`src/rtl/ufl_params.svh`:
```
`ifndef UFL_PARAMS_SVH
`define UFL_PARAMS_SVH
// ----------------------------------------
// Register byte addresses
// ----------------------------------------
`define UFL_ADDR_ISR_STAT   12'h000
`define UFL_ADDR_FIFO_CTL   12'h004
`define UFL_ADDR_LINE_CTL   12'h008
`define UFL_ADDR_FEAT_CTL   12'h00C
`define UFL_ADDR_ENH_FUNC   12'h010
`define UFL_ADDR_RX_LEVEL   12'h014
`define UFL_ADDR_TX_LEVEL   12'h018
`define UFL_ADDR_EVT_STAT   12'h01C
`define UFL_ADDR_EVT_MASK   12'h020
`define UFL_ADDR_FIFO_CNT   12'h024
// ----------------------------------------
// Field positions and resets
// ----------------------------------------
`define UFL_FC_EN           0
`define UFL_FC_RXRST        1
`define UFL_FC_TXRST        2
`define UFL_FC_DMA          3
`define UFL_EF_ENH          4
`define UFL_LC_DIVSEL       7
`define UFL_LC_BREAK        6
`define UFL_LC_RESET        8'h03
`define UFL_LC_RST_VAL      8'h00
`define UFL_LVL_RESET       8'h01
`endif

```
`src/rtl/ufl_pkg.sv`:
```
package ufl_pkg;
  typedef enum logic [2:0] {UFL_PAR_NONE, UFL_PAR_ODD, UFL_PAR_EVEN,
                            UFL_PAR_MARK, UFL_PAR_SPACE} ufl_parity_t;
  typedef enum logic [1:0] {UFL_STOP_1, UFL_STOP_1P5, UFL_STOP_2} ufl_stop_t;
endpackage

```
`src/rtl/ufl_ctrl.sv`:
```
// Decided for this implementation: register access over APB and the register offsets.
`timescale 1ns/1ns
`include "ufl_params.svh"
module ufl_ctrl
  import ufl_pkg::*;
#(
  parameter int CW = 9
)
(
  input  wire logic          CLK,
  input  wire logic          ARST_N,
  input  wire logic          PSEL,
  input  wire logic          PENABLE,
  input  wire logic          PWRITE,
  input  wire logic [11:0]   PADDR,
  input  wire logic [31:0]   PWDATA,
  input  wire logic          RX_PUSH,
  input  wire logic          RX_POP,
  input  wire logic          TX_PUSH,
  input  wire logic          TX_POP,
  input  wire logic          TX_SER,
  input  wire logic [5:0]    INT_SRC,
  output logic [31:0]        PRDATA,
  output logic               PREADY,
  output logic               PSLVERR,
  output logic               IRQ,
  output logic               TXD,
  output logic               FIFO_EN,
  output logic               DMA_MODE,
  output logic               DIV_SEL,
  output logic [1:0]         DATA_BITS,
  output logic [1:0]         STOP_MODE,
  output logic [2:0]         PARITY_MODE,
  output logic               RX_INT,
  output logic               TX_INT
);
  // ----------------------------------------
  // Bus decode
  // ----------------------------------------
  logic              acc;
  logic              done;
  logic              wr;
  logic              rd;
  logic              hit;
  logic              isr_rd;
  logic              evt_rd;
  assign acc  = PSEL & PENABLE;
  // Side effects wait for the completing edge; the access phase spans two edges
  assign done = acc & PREADY;
  assign wr   = done & PWRITE;
  assign rd   = done & ~PWRITE;
  assign isr_rd = rd & (PADDR == `UFL_ADDR_ISR_STAT);
  assign evt_rd = rd & (PADDR == `UFL_ADDR_EVT_STAT);
  always_comb
  begin
    if (PADDR == `UFL_ADDR_ISR_STAT) hit = 1'b1;
    else if (PADDR == `UFL_ADDR_FIFO_CTL) hit = 1'b1;
    else if (PADDR == `UFL_ADDR_LINE_CTL) hit = 1'b1;
    else if (PADDR == `UFL_ADDR_FEAT_CTL) hit = 1'b1;
    else if (PADDR == `UFL_ADDR_ENH_FUNC) hit = 1'b1;
    else if (PADDR == `UFL_ADDR_RX_LEVEL) hit = 1'b1;
    else if (PADDR == `UFL_ADDR_TX_LEVEL) hit = 1'b1;
    else if (PADDR == `UFL_ADDR_EVT_STAT) hit = 1'b1;
    else if (PADDR == `UFL_ADDR_EVT_MASK) hit = 1'b1;
    else if (PADDR == `UFL_ADDR_FIFO_CNT) hit = 1'b1;
    else hit = 1'b0;
  end
  // ----------------------------------------
  // Control registers
  // ----------------------------------------
  logic [7:0]        lc_q;
  logic [1:0]        tbl_q;
  logic [7:0]        enh_q;
  logic [7:0]        rxlvl_q;
  logic [7:0]        txlvl_q;
  logic              fen_q;
  logic              dma_q;
  logic [1:0]        rxsel_q;
  logic [1:0]        txsel_q;
  logic              rxrst_q;
  logic              txrst_q;
  logic [1:0]        mask_q;
  logic              fc_wr;
  logic [7:0]        wd;
  assign wd    = PWDATA[7:0];
  assign fc_wr = wr & (PADDR == `UFL_ADDR_FIFO_CTL);
  always_ff @(posedge CLK or negedge ARST_N)
  begin
    if (!ARST_N) lc_q <= `UFL_LC_RST_VAL;
    else if (wr && PADDR == `UFL_ADDR_LINE_CTL) lc_q <= wd;
  end
  // Table select is shared, so receive and transmit never disagree
  always_ff @(posedge CLK or negedge ARST_N)
  begin
    if (!ARST_N) tbl_q <= 2'h0;
    else if (wr && PADDR == `UFL_ADDR_FEAT_CTL) tbl_q <= wd[7:6];
  end
  always_ff @(posedge CLK or negedge ARST_N)
  begin
    if (!ARST_N) enh_q <= 8'h00;
    else if (wr && PADDR == `UFL_ADDR_ENH_FUNC) enh_q <= wd;
  end
  always_ff @(posedge CLK or negedge ARST_N)
  begin
    if (!ARST_N)
    begin
      rxlvl_q <= `UFL_LVL_RESET;
      txlvl_q <= `UFL_LVL_RESET;
    end
    else if (wr)
    begin
      if (PADDR == `UFL_ADDR_RX_LEVEL) rxlvl_q <= wd;
      else if (PADDR == `UFL_ADDR_TX_LEVEL) txlvl_q <= wd;
    end
  end
  always_ff @(posedge CLK or negedge ARST_N)
  begin
    if (!ARST_N) mask_q <= 2'h0;
    else if (wr && PADDR == `UFL_ADDR_EVT_MASK) mask_q <= PWDATA[1:0];
  end
  // Write-only FIFO control kept as shadow copies
  always_ff @(posedge CLK or negedge ARST_N)
  begin
    if (!ARST_N)
    begin
      fen_q   <= 1'b0;
      dma_q   <= 1'b0;
      rxsel_q <= 2'h0;
      txsel_q <= 2'h0;
    end
    else if (fc_wr)
    begin
      fen_q <= wd[`UFL_FC_EN];
      if (wd[`UFL_FC_EN])
      begin
        dma_q   <= wd[`UFL_FC_DMA];
        rxsel_q <= wd[7:6];
        if (enh_q[`UFL_EF_ENH]) txsel_q <= wd[5:4];
      end
    end
  end
  // Reset strobes last one cycle; the register has no read path and reads back as zero
  always_ff @(posedge CLK or negedge ARST_N)
  begin
    if (!ARST_N)
    begin
      rxrst_q <= 1'b0;
      txrst_q <= 1'b0;
    end
    else
    begin
      rxrst_q <= fc_wr & wd[`UFL_FC_EN] & wd[`UFL_FC_RXRST];
      txrst_q <= fc_wr & wd[`UFL_FC_EN] & wd[`UFL_FC_TXRST];
    end
  end
  // ----------------------------------------
  // Level counters
  // ----------------------------------------
  logic [CW-1:0]     rxcnt_q;
  logic [CW-1:0]     txcnt_q;
  // Counters stop at full; a push beyond that is lost, never wraps
  always_ff @(posedge CLK or negedge ARST_N)
  begin
    if (!ARST_N) rxcnt_q <= '0;
    else if (rxrst_q || !fen_q) rxcnt_q <= '0;
    else if (RX_PUSH && !RX_POP && rxcnt_q != '1) rxcnt_q <= rxcnt_q + 1'b1;
    else if (RX_POP && !RX_PUSH && rxcnt_q != '0) rxcnt_q <= rxcnt_q - 1'b1;
  end
  always_ff @(posedge CLK or negedge ARST_N)
  begin
    if (!ARST_N) txcnt_q <= '0;
    else if (txrst_q || !fen_q) txcnt_q <= '0;
    else if (TX_PUSH && !TX_POP && txcnt_q != '1) txcnt_q <= txcnt_q + 1'b1;
    else if (TX_POP && !TX_PUSH && txcnt_q != '0) txcnt_q <= txcnt_q - 1'b1;
  end
  // ----------------------------------------
  // Trigger tables
  // ----------------------------------------
  logic [7:0]        rxtrig;
  logic [7:0]        txtrig;
  always_comb
  begin
    rxtrig = rxlvl_q;
    txtrig = txlvl_q;
    case (tbl_q)
      2'd0:
      begin
        case (rxsel_q)
          2'd0: rxtrig = 8'h01;
          2'd1: rxtrig = 8'h04;
          2'd2: rxtrig = 8'h08;
          default: rxtrig = 8'h0E;
        endcase
        txtrig = 8'h01;
      end
      2'd1:
      begin
        case (rxsel_q)
          2'd0: rxtrig = 8'h08;
          2'd1: rxtrig = 8'h10;
          2'd2: rxtrig = 8'h18;
          default: rxtrig = 8'h1C;
        endcase
        case (txsel_q)
          2'd0: txtrig = 8'h10;
          2'd1: txtrig = 8'h08;
          2'd2: txtrig = 8'h18;
          default: txtrig = 8'h1E;
        endcase
      end
      2'd2:
      begin
        case (rxsel_q)
          2'd0: rxtrig = 8'h08;
          2'd1: rxtrig = 8'h10;
          2'd2: rxtrig = 8'h38;
          default: rxtrig = 8'h3C;
        endcase
        case (txsel_q)
          2'd0: txtrig = 8'h08;
          2'd1: txtrig = 8'h10;
          2'd2: txtrig = 8'h20;
          default: txtrig = 8'h38;
        endcase
      end
      default:
      begin
        rxtrig = rxlvl_q;
        txtrig = txlvl_q;
      end
    endcase
  end
  // ----------------------------------------
  // FIFO interrupts
  // ----------------------------------------
  logic              rx_lvl;
  logic              tx_below;
  logic              tx_prev_q;
  logic              tx_empty_prev_q;
  logic              tx_ev;
  logic              rx_ev;
  logic              rx_prev_q;
  logic              tx_pend_q;
  assign rx_lvl   = fen_q & ({{(16-CW){1'b0}}, rxcnt_q} >= {8'h00, rxtrig});
  assign tx_below = fen_q & ({{(16-CW){1'b0}}, txcnt_q} < {8'h00, txtrig});
  // Fires on the fall below the level, and again on reaching empty
  assign tx_ev = (tx_below & ~tx_prev_q) |
                 (fen_q & (txcnt_q == '0) & ~tx_empty_prev_q);
  assign rx_ev = rx_lvl & ~rx_prev_q;
  always_ff @(posedge CLK or negedge ARST_N)
  begin
    if (!ARST_N)
    begin
      tx_prev_q       <= 1'b1;
      tx_empty_prev_q <= 1'b1;
      rx_prev_q       <= 1'b0;
    end
    else
    begin
      tx_prev_q       <= tx_below;
      tx_empty_prev_q <= fen_q & (txcnt_q == '0);
      rx_prev_q       <= rx_lvl;
    end
  end
  // Set wins over a clear by status read or a transmit load
  always_ff @(posedge CLK or negedge ARST_N)
  begin
    if (!ARST_N) tx_pend_q <= 1'b0;
    else if (tx_ev) tx_pend_q <= 1'b1;
    else if (TX_PUSH || isr_rd) tx_pend_q <= 1'b0;
  end
  always_ff @(posedge CLK or negedge ARST_N)
  begin
    if (!ARST_N)
    begin
      RX_INT <= 1'b0;
      TX_INT <= 1'b0;
    end
    else
    begin
      RX_INT <= rx_lvl;
      TX_INT <= tx_ev | tx_pend_q;
    end
  end
  // ----------------------------------------
  // Event status with mask, cleared on read
  // ----------------------------------------
  logic [1:0]        evt_q;
  logic [1:0]        evt_set;
  assign evt_set = {tx_ev, rx_ev};
  always_ff @(posedge CLK or negedge ARST_N)
  begin
    if (!ARST_N) evt_q <= 2'h0;
    else if (evt_rd) evt_q <= evt_set;
    else evt_q <= evt_q | evt_set;
  end
  always_ff @(posedge CLK or negedge ARST_N)
  begin
    if (!ARST_N) IRQ <= 1'b0;
    else IRQ <= |((evt_q | evt_set) & mask_q);
  end
  // ----------------------------------------
  // Line format outputs
  // ----------------------------------------
  ufl_parity_t       par;
  ufl_stop_t         stp;
  always_comb
  begin
    if (!lc_q[3]) par = UFL_PAR_NONE;
    else if (!lc_q[5]) par = lc_q[4] ? UFL_PAR_EVEN : UFL_PAR_ODD;
    else par = lc_q[4] ? UFL_PAR_SPACE : UFL_PAR_MARK;
    if (!lc_q[2]) stp = UFL_STOP_1;
    else if (lc_q[1:0] == 2'b00) stp = UFL_STOP_1P5;
    else stp = UFL_STOP_2;
  end
  always_ff @(posedge CLK or negedge ARST_N)
  begin
    if (!ARST_N)
    begin
      TXD         <= 1'b1;
      FIFO_EN     <= 1'b0;
      DMA_MODE    <= 1'b0;
      DIV_SEL     <= 1'b0;
      DATA_BITS   <= 2'h0;
      STOP_MODE   <= 2'h0;
      PARITY_MODE <= 3'h0;
    end
    else
    begin
      TXD         <= TX_SER & ~lc_q[`UFL_LC_BREAK];
      FIFO_EN     <= fen_q;
      DMA_MODE    <= dma_q;
      DIV_SEL     <= lc_q[`UFL_LC_DIVSEL];
      DATA_BITS   <= lc_q[1:0];
      STOP_MODE   <= stp;
      PARITY_MODE <= par;
    end
  end
  // ----------------------------------------
  // Read data, one wait state
  // ----------------------------------------
  logic [7:0]        interrupt_status;
  logic [31:0]       rdat;
  // Pending source code from the priority logic outside; bit 0 low means pending
  assign interrupt_status = {fen_q, fen_q, INT_SRC[5:1], ~|INT_SRC};
  always_comb
  begin
    rdat = 32'h0000_0000;
    if (PADDR == `UFL_ADDR_ISR_STAT) rdat = {24'h00_0000, interrupt_status};
    else if (PADDR == `UFL_ADDR_LINE_CTL) rdat = {24'h00_0000, lc_q};
    else if (PADDR == `UFL_ADDR_FEAT_CTL) rdat = {24'h00_0000, tbl_q, 6'h00};
    else if (PADDR == `UFL_ADDR_ENH_FUNC) rdat = {24'h00_0000, enh_q};
    else if (PADDR == `UFL_ADDR_RX_LEVEL) rdat = {24'h00_0000, rxlvl_q};
    else if (PADDR == `UFL_ADDR_TX_LEVEL) rdat = {24'h00_0000, txlvl_q};
    // Same-cycle sets are returned too, so the clear never drops an event
    else if (PADDR == `UFL_ADDR_EVT_STAT) rdat = {30'h0000_0000, evt_q | evt_set};
    else if (PADDR == `UFL_ADDR_EVT_MASK) rdat = {30'h0000_0000, mask_q};
    else if (PADDR == `UFL_ADDR_FIFO_CNT)
      rdat = {{(16-CW){1'b0}}, txcnt_q, {(16-CW){1'b0}}, rxcnt_q};
  end
  always_ff @(posedge CLK or negedge ARST_N)
  begin
    if (!ARST_N)
    begin
      PREADY  <= 1'b0;
      PRDATA  <= 32'h0000_0000;
      PSLVERR <= 1'b0;
    end
    else
    begin
      PREADY  <= PSEL & PENABLE & ~PREADY;
      PRDATA  <= rdat;
      PSLVERR <= PSEL & PENABLE & ~PREADY & ~hit;
    end
  end
endmodule

```
`config.mk`:
```
export PLATFORM = sky130hd
export DESIGN_NAME = ufl_ctrl
export DESIGN_NICKNAME = d
export VERILOG_FILES = /design/src/rtl/ufl_pkg.sv /design/src/rtl/ufl_ctrl.sv
export VERILOG_INCLUDE_DIRS = /design/src /design/src/rtl
export SDC_FILE = /design/constraint.sdc
export NUM_CORES = 1
export LEC_CHECK = 0
export BUFFER_PORTS_ARGS = -buffer_cell sky130_fd_sc_hd__buf_2
export CORE_AREA = 2 2 112 114
export DETAILED_ROUTE_END_ITERATION = 10
export DIE_AREA = 0 0 114 116
export GPL_ROUTABILITY_DRIVEN = 1
export PLACE_DENSITY_LB_ADDON = 0.1
export SLEW_MARGIN = 20
export SYNTH_ARGS = -nofsm -noshare
export SYNTH_HDL_FRONTEND = slang
export SYNTH_SLANG_ARGS = --single-unit
```
`constraint.sdc`:
```
create_clock -name CLK -period 2.5 [get_ports CLK]
set_input_delay 0.125 -clock CLK [delete_from_list [all_inputs] [get_ports CLK]]
set_output_delay 0.125 -clock CLK [all_outputs]
set_load 0.01 [all_outputs]
```
# [Yosys cells after proc, flatten, opt, wreduce, memory -nomap -nowiden]
# Index checks and enable logic that the tools add are counted.
[word_totals] regBits=115 latch_bits=0 ram_bits=0 rom_bits=0 inputBits=60 output_inout_bits=48 elab_cells=164 memories=0
[op_classes] n_addsub=4 multipliers=0 div=0 n_lt_le_gt_ge=2 eq_ne=17 shift=0 n_mux=41 bitwise_logic=31 n_reduce_logical=38
[op_table] op="25-bit 2-to-1 mux" n=9
[op_table] op="9-bit 2-to-1 mux" n=6
[op_table] op="12-bit by 5-bit == test with 1-bit output, second input constant" n=4
[op_table] op="8-bit case mux with 3 select lines" n=2
[op_table] op="6-bit case mux with 3 select lines" n=2
[op_table] op="5-bit case mux with 3 select lines" n=2
[op_table] op="12-bit by 4-bit == test with 1-bit output, second input constant" n=2
[op_table] op="12-bit by 6-bit == test with 1-bit output, second input constant" n=2
[op_table] op="1-bit bitwise AND" n=19
[op_table] op="9-bit by 1-bit adder with 9-bit output, second input constant" n=2
[op_table] op="9-bit inequality test, second input constant" n=2
[op_table] op="9-bit nonzero test" n=2
[op_table] op="9-bit by 1-bit subtractor with 9-bit output, second input constant" n=2
[op_table] op="12-bit by 3-bit == test with 1-bit output, second input constant" n=1
[op_table] op="1-bit logical AND" n=12
[op_table] op="12-bit logical NOT" n=1
[op_table] op="1-bit 2-to-1 mux" n=12
[op_table] op="4-bit case mux with 3 select lines" n=1
[op_table] op="9-bit by 8-bit >= comparator with 1-bit output" n=1
[op_table] op="9-bit logical NOT" n=1
[op_table] op="9-bit by 8-bit < comparator with 1-bit output" n=1
[op_table] op="3-bit 2-to-1 mux" n=3
[op_table] op="2-bit logical NOT" n=4
[op_table] op="2-bit 2-to-1 mux" n=4
[op_table] op="14 further kinds" n=36

# [Logic depth before layout (Yosys ltp)]
# Gate-level depths: netlist of run 1.
[depth] word_depth=15 ltp_mapped=12 depth_no_buf=12

# [Worst setup path after synthesis of run 1]
# No wires, ideal clock.
[synth_path] kind="reg-to-reg" start="register rxcnt_q[7]" end="register rxcnt_q[7]" setup_ps=96 t_arrival_ps=2514 t_required_ps=2404 setup_slack_ps=-110 path_stages_with_launch=10 path_buffers=0 period_less_slack_ps=2610 path_cell_list="dfrtp_1 nand4_1 o311ai_2 ha_1 and3_1 a221o_1 nor4_1 nor3_1 xnor2_1 o31ai_1"
[synth_between] elab_chain_cells=4 word_cells_on_any_way=10 cone_classes="add/sub: 2; eq/ne: 1; mux: 3; reduce/logical: 4"
[synth_rtl] item="start, declared" line="ufl_ctrl.sv:159" rtl="logic [CW-1:0] rxcnt_q;"
[synth_rtl] item="start signal, assigned" line="ufl_ctrl.sv:166" rtl="else if (RX_PUSH && !RX_POP && rxcnt_q != '1) rxcnt_q <= rxcnt_q + 1'b1;"
[synth_rtl] item="start signal, assigned" line="ufl_ctrl.sv:167" rtl="else if (RX_POP && !RX_PUSH && rxcnt_q != '0) rxcnt_q <= rxcnt_q - 1'b1;"
[synth_rtl] item="9-bit by 1-bit subtractor with 9-bit output / 9-bit inequality test (equally long branches)" line="ufl_ctrl.sv:167, ufl_ctrl.sv:166"
[synth_rtl] item="9-bit 2-to-1 mux / 1-bit logical AND (equally long branches)" line="ufl_ctrl.sv:167, ufl_ctrl.sv:166"
[synth_rtl] item="9-bit 2-to-1 mux" line="ufl_ctrl.sv:166"
[synth_rtl] item="9-bit 2-to-1 mux" line="ufl_ctrl.sv:165" rtl="else if (rxrst_q || !fen_q) rxcnt_q <= '0;"
# Parallel ways exist; a longest one is shown, timed or not. The select of a mux whose other input is x is not followed.
# A chain may end at the register's enable or synchronous reset.

# [Worst setup path after layout of run 1]
[layout_path] start="register rxcnt_q[8]" end="register rxcnt_q[7]"
[layout_between] elab_chain_cells=4 word_cells_on_any_way=7 cone_classes="eq/ne: 1; mux: 2; reduce/logical: 4"
[layout_rtl] item="9-bit inequality test" line="ufl_ctrl.sv:166"
[layout_rtl] item="1-bit logical AND" line="ufl_ctrl.sv:166"
[layout_rtl] item="9-bit 2-to-1 mux" line="ufl_ctrl.sv:166"
[layout_rtl] item="9-bit 2-to-1 mux" line="ufl_ctrl.sv:165"
# Parallel ways exist; a longest one is shown, timed or not.

==> results of run 1 <==
==> state kept, by name, indices dropped and copies added (netlist names), 2 cells and up <==
name,flops
txcnt_q,9
PARITY_MODE,3
rxsel_q,2
lc_q,8
tbl_q,2
txsel_q,2
rxcnt_q,9
STOP_MODE,2
DATA_BITS,2
PRDATA,18
mask_q,2
evt_q,2
txlvl_q,8
rxlvl_q,8
enh_q,8
==> Yosys cell counts (13+ instances only) <==
cell       n
nand2_1   74
buf_4     15
dfrtp_1   96
nand2b_1  16
inv_1     21
nor2_1    45
and2_1    15
ha_1      35
a21oi_1   22
nor3_1    13
o31ai_1   13
mux2_1    32
o21ai_0   28
==> where the power goes <==
part           leakage, nW  total [mW]  internal [mW]  switching (mW)
logic                 1.99       0.227         0.0785           0.149
registers             1.37        1.64           1.64         0.00163
clock network        0.141        1.38          0.700           0.676
total                 3.50        3.24           2.41           0.827
==> cell families after synthesis <==
logic type	Yosys count
adder cells (fa/ha/maj)	38
multiplexers	40
XOR/XNOR	12
other	1
AND/OR/NAND/NOR	229
AO/OA/AOI/OAI	117
buffers and inverters	62
flip-flops	101
==> worst paths after layout <==
check / end / slack (ns)
setup / recovery: rxcnt_q[7] / 0.02
hold / removal: PREADY / 0.03
setup reg to reg: rxcnt_q[7] / 0.02
hold reg to reg: DMA_MODE / 0.38
max in group asynchronous: TXD / 1.58
min in group asynchronous: PRDATA[19] / 0.17
==> final cells by class <==
cell class,count,area [sq um],share of cell area
Tap cell,147,184,0.0258
Sequential cell,101,2540,0.356
Inverter,23,86.3,0.0121
Timing Repair Buffer,125,798,0.112
Clock inverter,7,70.1,0.00983
Clock buffer,9,225,0.0316
Multi-Input combinational cell,450,3230,0.453
==> metrics by stage <==
stage	util	instances	area, sq um	worst slack [ns]
finish	0.599	862	7130	0.0176
global route	0.599	862	7130	-0.137
CTS	0.581	855	6920	0.000802
detailed placement	0.551	836	6570	-0.0858
global placement	0.551	836	6570	-0.0316
floorplan	-	613	5900	0.0104
==> routing by layer <==
metal	GRT usage	up-vias	routed length (um)
li1	-	2325	-
met1	0.337	2399	7080
met2	0.396	107	7340
met3	0.0329	18	574
met4	0.0813	0	242
met5	0	-	0
==> timing repair <==
| item | CTS | global route |
|---|---|---|
| pin swaps | 4 | 18 |
| hold buffers | 2 | 0 |
| setup endpoints to repair | 5 | 8 |
| gates cloned | 0 | 0 |
| gates resized for setup | 7 | 34 |
| buffers inserted | 1 | 7 |
| endpoints found under the hold margin | 17 | 0 |
==> critical path, cell delays in order (launching register included) <==
cell,delay (ns)
dfrtp_1,0.35
nand4_1,0.16
o311ai_4,0.42
ha_1,0.33
and3_4,0.18
a221o_1,0.36
nor4_2,0.15
nor3_1,0.10
xnor2_1,0.13
o31ai_1,0.21
==> flow_summary_export.csv, run 1 <==
group,metric,value,unit
timing,tightest_slew,0.583,ns
routing,routed_wl,15200,um
pwr,total_power,3.24,mW
yosys,synth-adder-area-share,0.0835,
global_routing,grt-ovfl-total,0,
global_routing,grt_max_degree,86,
yosys,yosysWarnings,0,
placement,place.port_buffers,69,
clock_network,h-tree-depth,3,
routing,viasPerCell,5.63,
yosys,synthCells,600,
pwr,power_density,455,nW/um^2
timing,hold_violations,0,
clock_network,clock_tree.buffer_depth,2,
placement,hpwl,11400,um
routing,wl_per_cell,17.7,um
setup_path,critPathLaunchType,"flip-flop",
yosys,synth_edf_count,0,
timing,hold_ws,0.0252,ns
timing,max_slew_margin,0.608,
clock_network,clock-sinks,101,
flow_run,max-cap-violations,0,
floorplan,num_rows,40,
setup_path,worstPathArrival,2.73,ns
yosys,synth_top_area_share,0.411,
clock_network,cts-root-buf,"clkbuf_16",
final_layout,fin_nets,807,
yosys,synth_mux_area_frac,0.0760,
yosys,synth_compound_area_frac,0.135,
routing,drt_first_pass_iters,4,
yosys,synth_top_flop_cell,"dfrtp_1",
final_layout,area_growth_syn_to_layout,22.0,%
yosys,synth_simple_gate_area_frac,0.200,
final_layout,mostFrequentLayoutCells,"93 x dfrtp_1, 74 x nand2_1, 68 x buf_2",
yosys,synth_xor_area_frac,0.0180,
yosys,async_flop_share,1.00,
setup_path,crit_type,"reg2reg",
yosys,ys_types,76,
timing,rsz0062_at_grt,"true",
yosys,synth_area_leaders,"dfrtp_1 41%, ha_1 7.5%, mux2_1 6.2%",
timing,finalMaxSlewViolations,0,
yosys,synth_area,5840,sq um
setup_path,crit_required,2.75,ns
timing,max_freq,403,MHz
final_layout,num_antenna_cells,0,
pwr,p_leak,3.50,nW
clock_network,cts_tree,"built",
pwr,peakVddDrop,0.000387,V
floorplan,start_util,0.490,
final_layout,drive_above_1_share,0.269,
global_routing,grt_pass1_wl,24900,um
yosys,syn_avg_cell_area,9.74,sq um
floorplan,die_area,13200,sq um
setup_path,reg2reg_depth,9,
floorplan,die-height,116,um
timing,setup_viol,0,
floorplan,ios,108,
routing,drc_errors,0,
routing,drt_iter0_drc,325,
setup_path,startpoint,"rxcnt_q[8]",
floorplan,die_x,114,um
hold_path,holdPathStages,3,
floorplan,core_area,11900,sq um
yosys,synth_top_family_by_area,"simple AND/OR/NAND/NOR gates",
final_layout,nFillCells,1034,
timing,fin_skew,0.00970,ns
global_routing,antenna_found_initial,0,
clock_network,clk_pin_slew,0.07,ns
setup_path,end_kind,"flip-flop",
yosys,synth_top_area_cell,"dfrtp_1",
global_routing,grt_pass1_vias,4746,
setup_path,crit_fanout,6,
clock_network,numCtsBuffers,9,
hold_path,hp-start,"PENABLE",
status,status,"completed",
yosys,ys_ff_latch,101,
yosys,yosysSeqAreaShare,0.434,
clock_network,clock_latency,0.35,ns
routing,ant_nets,0,
routing,vias,4849,
placement,place.gp.congestion,0.850,
setup_path,worstReg2RegStart,"rxcnt_q[8]",
global_routing,grt_use_total,0.243,
final_layout,layout_commonest_cell,"dfrtp_1",
timing,final.setup.tns,0,ns
timing,finalCritPeriodShare,0.993,
hold_path,min_path_type,"in2reg",
timing,period_needed,2.48,ns
No activity file was read; power rests on OpenSTA's default activity.
==> inputs of run 2 (changes only) <==
CORE_AREA = 2 2 111 113   (was 2 2 112 114)
DIE_AREA = 0 0 113 115   (was 0 0 114 116)
==> flow_summary_export.csv, run 2 (same netlist as run 1, synthesis figures left out) <==
group,metric,value,unit
status,status,"complete, but fails checks",
status,failed_checks,"design-rule violations",
clock_network,clock_tree.buffer_depth,2,
pwr,total_power,3.36,mW
clock_network,clock-sinks,101,
global_routing,grt_pass1_vias,4636,
setup_path,r2r-end,"PRDATA[0]",
hold_path,min_path_type,"in2reg",
routing,routed_wl,14900,um
setup_path,crit_type,"reg2reg",
placement,place.port_buffers,69,
timing,max_slew_margin,0.517,
clock_network,numCtsBuffers,9,
final_layout,num_antenna_cells,0,
routing,drc_errors,3,
floorplan,die_x,113,um
routing,viasPerCell,5.60,
floorplan,core_area,11800,sq um
global_routing,grt-ovfl-total,0,
final_layout,largest_register_ffs,18,
final_layout,reg_top3,"PRDATA: 18 flops, rxcnt_q: 9 flops, txcnt_q: 9 flops",
clock_network,cts_tree,"built",
global_routing,grt_use_total,0.241,
floorplan,die_area,13000,sq um
clock_network,cts-root-buf,"clkbuf_16",
timing,finalCritPeriodShare,0.957,
placement,hpwl,11300,um
routing,drt_first_pass_iters,8,
clock_network,h-tree-depth,3,
timing,max_freq,418,MHz
placement,place.gp.congestion,0.874,
routing,vias,4836,
timing,final.setup.tns,0,ns
hold_path,hold_end,"PRDATA[1]",
pwr,power_density,472,nW/um^2
setup_path,critPathLaunchType,"flip-flop",
final_layout,area_growth_syn_to_layout,21.8,%
final_layout,fin_nets,809,
floorplan,start_util,0.495,
pwr,p_leak,3.51,nW
final_layout,layout_commonest_cell,"dfrtp_1",
hold_path,holdPathStages,2,
setup_path,end_kind,"flip-flop",
timing,tightest_slew,0.724,ns
final_layout,finalInstanceArea,7110,sq um
setup_path,r2r_slack,0.11,ns
final_layout,largest_register,"PRDATA",
timing,rsz0062_at_grt,"true",
hold_path,hp-start,"INT_SRC[1]",
floorplan,ios,108,
timing,finalMaxSlewViolations,0,
global_routing,grt_max_degree,58,
placement,pre_cts_ws,-0.0701,ns
routing,wl_per_cell,17.3,um
final_layout,mostFrequentLayoutCells,"94 x dfrtp_1, 74 x nand2_1, 68 x buf_2",
placement,place_inst,837,
timing,hold_violations,0,
floorplan,die-height,115,um
timing,fin_ws,0.106,ns
timing,period_needed,2.39,ns
timing,hold_ws,0.0110,ns
setup_path,crit_required,2.74,ns
final_layout,fin_util,0.602,
clock_network,clock_latency,0.36,ns
timing,fin_skew,0.00842,ns
placement,placed_area,6560,sq um
final_layout,final_cells,863,
setup_path,worstReg2RegStart,"tbl_q[0]",
final_layout,drive_above_1_share,0.254,
routing,drt_iter0_drc,287,
floorplan,num_rows,40,
setup_path,crit_fanout,7,
flow_run,max-cap-violations,0,
setup_path,reg2reg_depth,10,
global_routing,grt_pass1_wl,24100,um
clock_network,clk_pin_slew,0.07,ns
global_routing,antenna_found_initial,0,
routing,ant_nets,0,
setup_path,worstPathArrival,2.64,ns
timing,setup_viol,0,
pwr,peakVddDrop,0.000428,V
-- run 2: cell types whose count changed in the layout (fill, tap and decap cells not counted), moves of 2 or more --
| cell | change |
|---|---|
| buf_12 | -2 |
| buf_4 | +2 |
| bufinv_16 | +2 |
| o21ai_2 | -2 |
| clkinv_4 | -3 |
| inv_2 | -2 |
| inv_1 | +2 |
| o21ai_0 | +3 |
-- run 2: layer usage --
| layer | global-route usage | part of all wire |
|---|---|---|
| met1 | 0.325 | 0.45 |
| met2 | 0.392 | 0.48 |
| met3 | 0.0427 | 0.049 |
| met4 | 0.0862 | 0.017 |
| met5 | 0 | 0 |
-- run 2: worst max-delay path, cell delays in order (launching register included) --
cell       delay [ns]
dfrtp_2          0.45
or3_1            0.41
a31oi_1          0.19
ha_1             0.28
a21oi_1          0.14
o21ai_0          0.08
a21oi_1          0.15
o31ai_1          0.09
buf_4            0.14
o2bb2ai_1        0.13
a22o_1           0.21
-- run 2: what timing repair did --
| action | CTS | global route |
|---|---|---|
| endpoints found under the setup margin | 6 | 9 |
| setup buffers | 3 | 5 |
| pin swaps | 2 | 8 |
| hold buffers | 3 | 0 |
| gates resized for setup | 5 | 21 |
| endpoints found under the hold margin | 54 | 0 |
-- run 2: power breakdown --
part	leakage [nW]	total (mW)	internal, mW	switching [mW]
registers	1.37	1.64	1.64	0.00144
clock network	0.152	1.50	0.897	0.601
logic	1.99	0.221	0.0770	0.144
total	3.51	3.36	2.61	0.747
-- run 2: how the worst max path moves through the flow --
stage                     slack (ns)  cells after the start         end       start
after floorplan                 0.01                      9  rxcnt_q[7]  rxcnt_q[7]
after global placement         -0.10                     11   PRDATA[1]  txsel_q[0]
after detailed placement       -0.07                     11   PRDATA[1]  txsel_q[0]
after CTS                       0.01                     11   PRDATA[1]  txsel_q[0]
after global routing           -0.08                     10  rxcnt_q[7]  rxcnt_q[4]
final                           0.11                     10   PRDATA[0]    tbl_q[0]
-- run 2: area by class of cell --
class | count | area, sq um
Clock inverter | 4 | 72.6
Timing Repair Buffer | 127 | 795
Sequential cell | 101 | 2540
Multi-Input combinational cell | 450 | 3200
Fill cell | 1047 | 4700
Clock buffer | 11 | 243
Tap cell | 147 | 184
Inverter | 23 | 86.3
==> inputs of run 3 (changes only) <==
CELL_PAD_IN_SITES_DETAIL_PLACEMENT = 0   (was default)
CELL_PAD_IN_SITES_GLOBAL_PLACEMENT = 2   (was default)
CORE_AREA = 3 3 142 144   (was 2 2 111 113)
DIE_AREA = 0 0 145 147   (was 0 0 113 115)
==> flow_summary_export.csv, run 3 (same netlist as run 1, synthesis figures left out) <==
group,metric,value,unit
status,status,"completed",
timing,max_freq,403,MHz
hold_path,min_path_type,"in2reg",
timing,fin_skew,0.00681,ns
routing,drc_errors,0,
clock_network,clk_pin_slew,0.07,ns
final_layout,multi_input_area,3310,sq um
global_routing,antenna_found_initial,0,
final_layout,num_antenna_cells,0,
setup_path,worstPathArrival,2.73,ns
global_routing,grt_pass1_vias,4961,
flow_run,max-cap-violations,0,
global_routing,grt_pass1_wl,28300,um
final_layout,area_growth_syn_to_layout,26.3,%
final_layout,layout_commonest_cell,"dfrtp_1",
placement,pre_cts_ws,-0.0989,ns
clock_network,clock-sinks,101,
timing,period_needed,2.48,ns
pwr,peakVddDrop,0.000300,V
pwr,total_power,3.25,mW
clock_network,clock_tree.buffer_depth,2,
floorplan,die_area,21300,sq um
floorplan,num_rows,50,
routing,viasPerCell,4.88,
clock_network,cts-root-buf,"clkbuf_16",
timing,tightest_slew,0.615,ns
pwr,p_int,2.41,mW
setup_path,crit_type,"reg2reg",
pwr,p_clk_frac,0.424,
timing,fin_ws,0.0196,ns
setup_path,slowest_delay,0.41,ns
global_routing,grt_use_total,0.168,
floorplan,core_area,18800,sq um
routing,ant_nets,0,
setup_path,cp_common_cell,"nor3_1",
final_layout,largest_register,"PRDATA",
setup_path,crit_fanout,6,
setup_path,end_kind,"flip-flop",
floorplan,start_util,0.310,
placement,place.gp.congestion,0.808,
final_layout,largest_register_ffs,18,
setup_path,critPathSlowestCell,"dfrtp_1",
clock_network,clock_latency,0.35,ns
routing,drt_first_pass_iters,6,
global_routing,grt-ovfl-total,0,
floorplan,die-height,147,um
timing,final.setup.tns,0,ns
timing,max_slew_margin,0.590,
timing,hold_violations,0,
setup_path,path_cells,"nand4_1, nor3_1, or3_4, ha_1, a21oi_2, o211ai_1, nor4_1, nor3_1, xnor2_1, o31ai_1",
final_layout,mostFrequentLayoutCells,"94 x dfrtp_1, 74 x nand2_1, 68 x buf_2",
timing,rsz0062_at_grt,"true",
routing,drt_iter0_drc,181,
placement,place.port_buffers,69,
setup_path,path_delay_family,"simple AND/OR/NAND/NOR gates",
timing,finalCritPeriodShare,0.992,
pwr,switching_share,0.259,
final_layout,drive_above_1_share,0.287,
clock_network,h-tree-depth,3,
setup_path,crit_buf_inv,0,
pwr,p_leak,3.51,nW
floorplan,die_x,145,um
final_layout,reg_top3,"PRDATA: 18 flops, rxcnt_q: 9 flops, txcnt_q: 9 flops",
routing,routed_wl,17800,um
clock_network,cts_tree,"built",
global_routing,grt_max_degree,46,
routing,wl_per_cell,18.1,um
pwr,combPwrFrac,0.072,
clock_network,numCtsBuffers,9,
final_layout,seq_area,2540,sq um
routing,vias,4785,
setup_path,crit_required,2.75,ns
timing,setup_viol,0,
final_layout,fin_nets,813,
pwr,power_switching,842,uW
final_layout,fin_util,0.392,
timing,finalMaxSlewViolations,0,
placement,hpwl,13600,um
floorplan,ios,108,
setup_path,critPathLaunchType,"flip-flop",
pwr,seqPwrFrac,0.504,
final_layout,nFillCells,1915,
pwr,power_density,440,nW/um^2
==> run 3: worst paths after layout <==
kind | depth (start not counted) | endpoint | slack [ns] | startpoint
max in group asynchronous | 3 | TXD | 1.42 | ARST_N
max reg2reg | 10 | txcnt_q[7] | 0.02 | txcnt_q[6]
max | 10 | txcnt_q[7] | 0.02 | txcnt_q[6]
min in group asynchronous | 2 | PRDATA[20] | 0.32 | ARST_N
min | 3 | PREADY | 0.02 | PSEL
min reg2reg | 0 | DMA_MODE | 0.38 | dma_q
==> run 3: layout make-up <==
class,instances,share of cell area
multi-input combinational,450,0.448
sequential,101,0.344
timing repair buffer,131,0.113
tap,260,0.0441
clock buffer,9,0.0305
inverter,23,0.0117
clock inverter,7,0.00814
==> run 3: per-layer routing <==
layer | vias to the layer above | global-route usage | wire, um
met5 | - | 0 | 0
li1 | 2347 | - | -
met4 | 0 | 0.0499 | 281
met1 | 2333 | 0.237 | 8640
met3 | 18 | 0.0231 | 557
met2 | 87 | 0.271 | 8320
==> run 3: power groups by stage <==
stage               Clock (mW)  Sequential, mW  Combinational (mW)
floorplan                    0            1.67               0.111
global placement             0            1.67               0.215
detailed placement           0            1.67               0.217
CTS                       1.43            1.64               0.225
global route              1.51            1.64               0.261
finish                    1.38            1.64               0.234
==> run 3: stage by stage <==
stage	hold WS, ns	cell area (sq um)	std cells
after detailed placement	0.174	6760	955
after floorplan	-0.171	5900	613
final	0.0162	7380	981
after global routing	0.0381	7380	981
after CTS	0.00206	7130	976
after global placement	0.169	6760	955
==> run 3: worst min-delay path, delay by kind of cell <==
| family | cells | cell delay, ns |
|---|---|---|
| and+or+nand+nor | 2 | 0.10 |
| buffers and inverters | 1 | 0.11 |
==> run 3: timing repair <==
item	4_1_cts	5_1_grt
endpoints found under the setup margin	7	14
hold buffers	3	0
buffers inserted	2	5
pin swaps	8	26
resized for setup	10	42
endpoints found under the hold margin	42	0
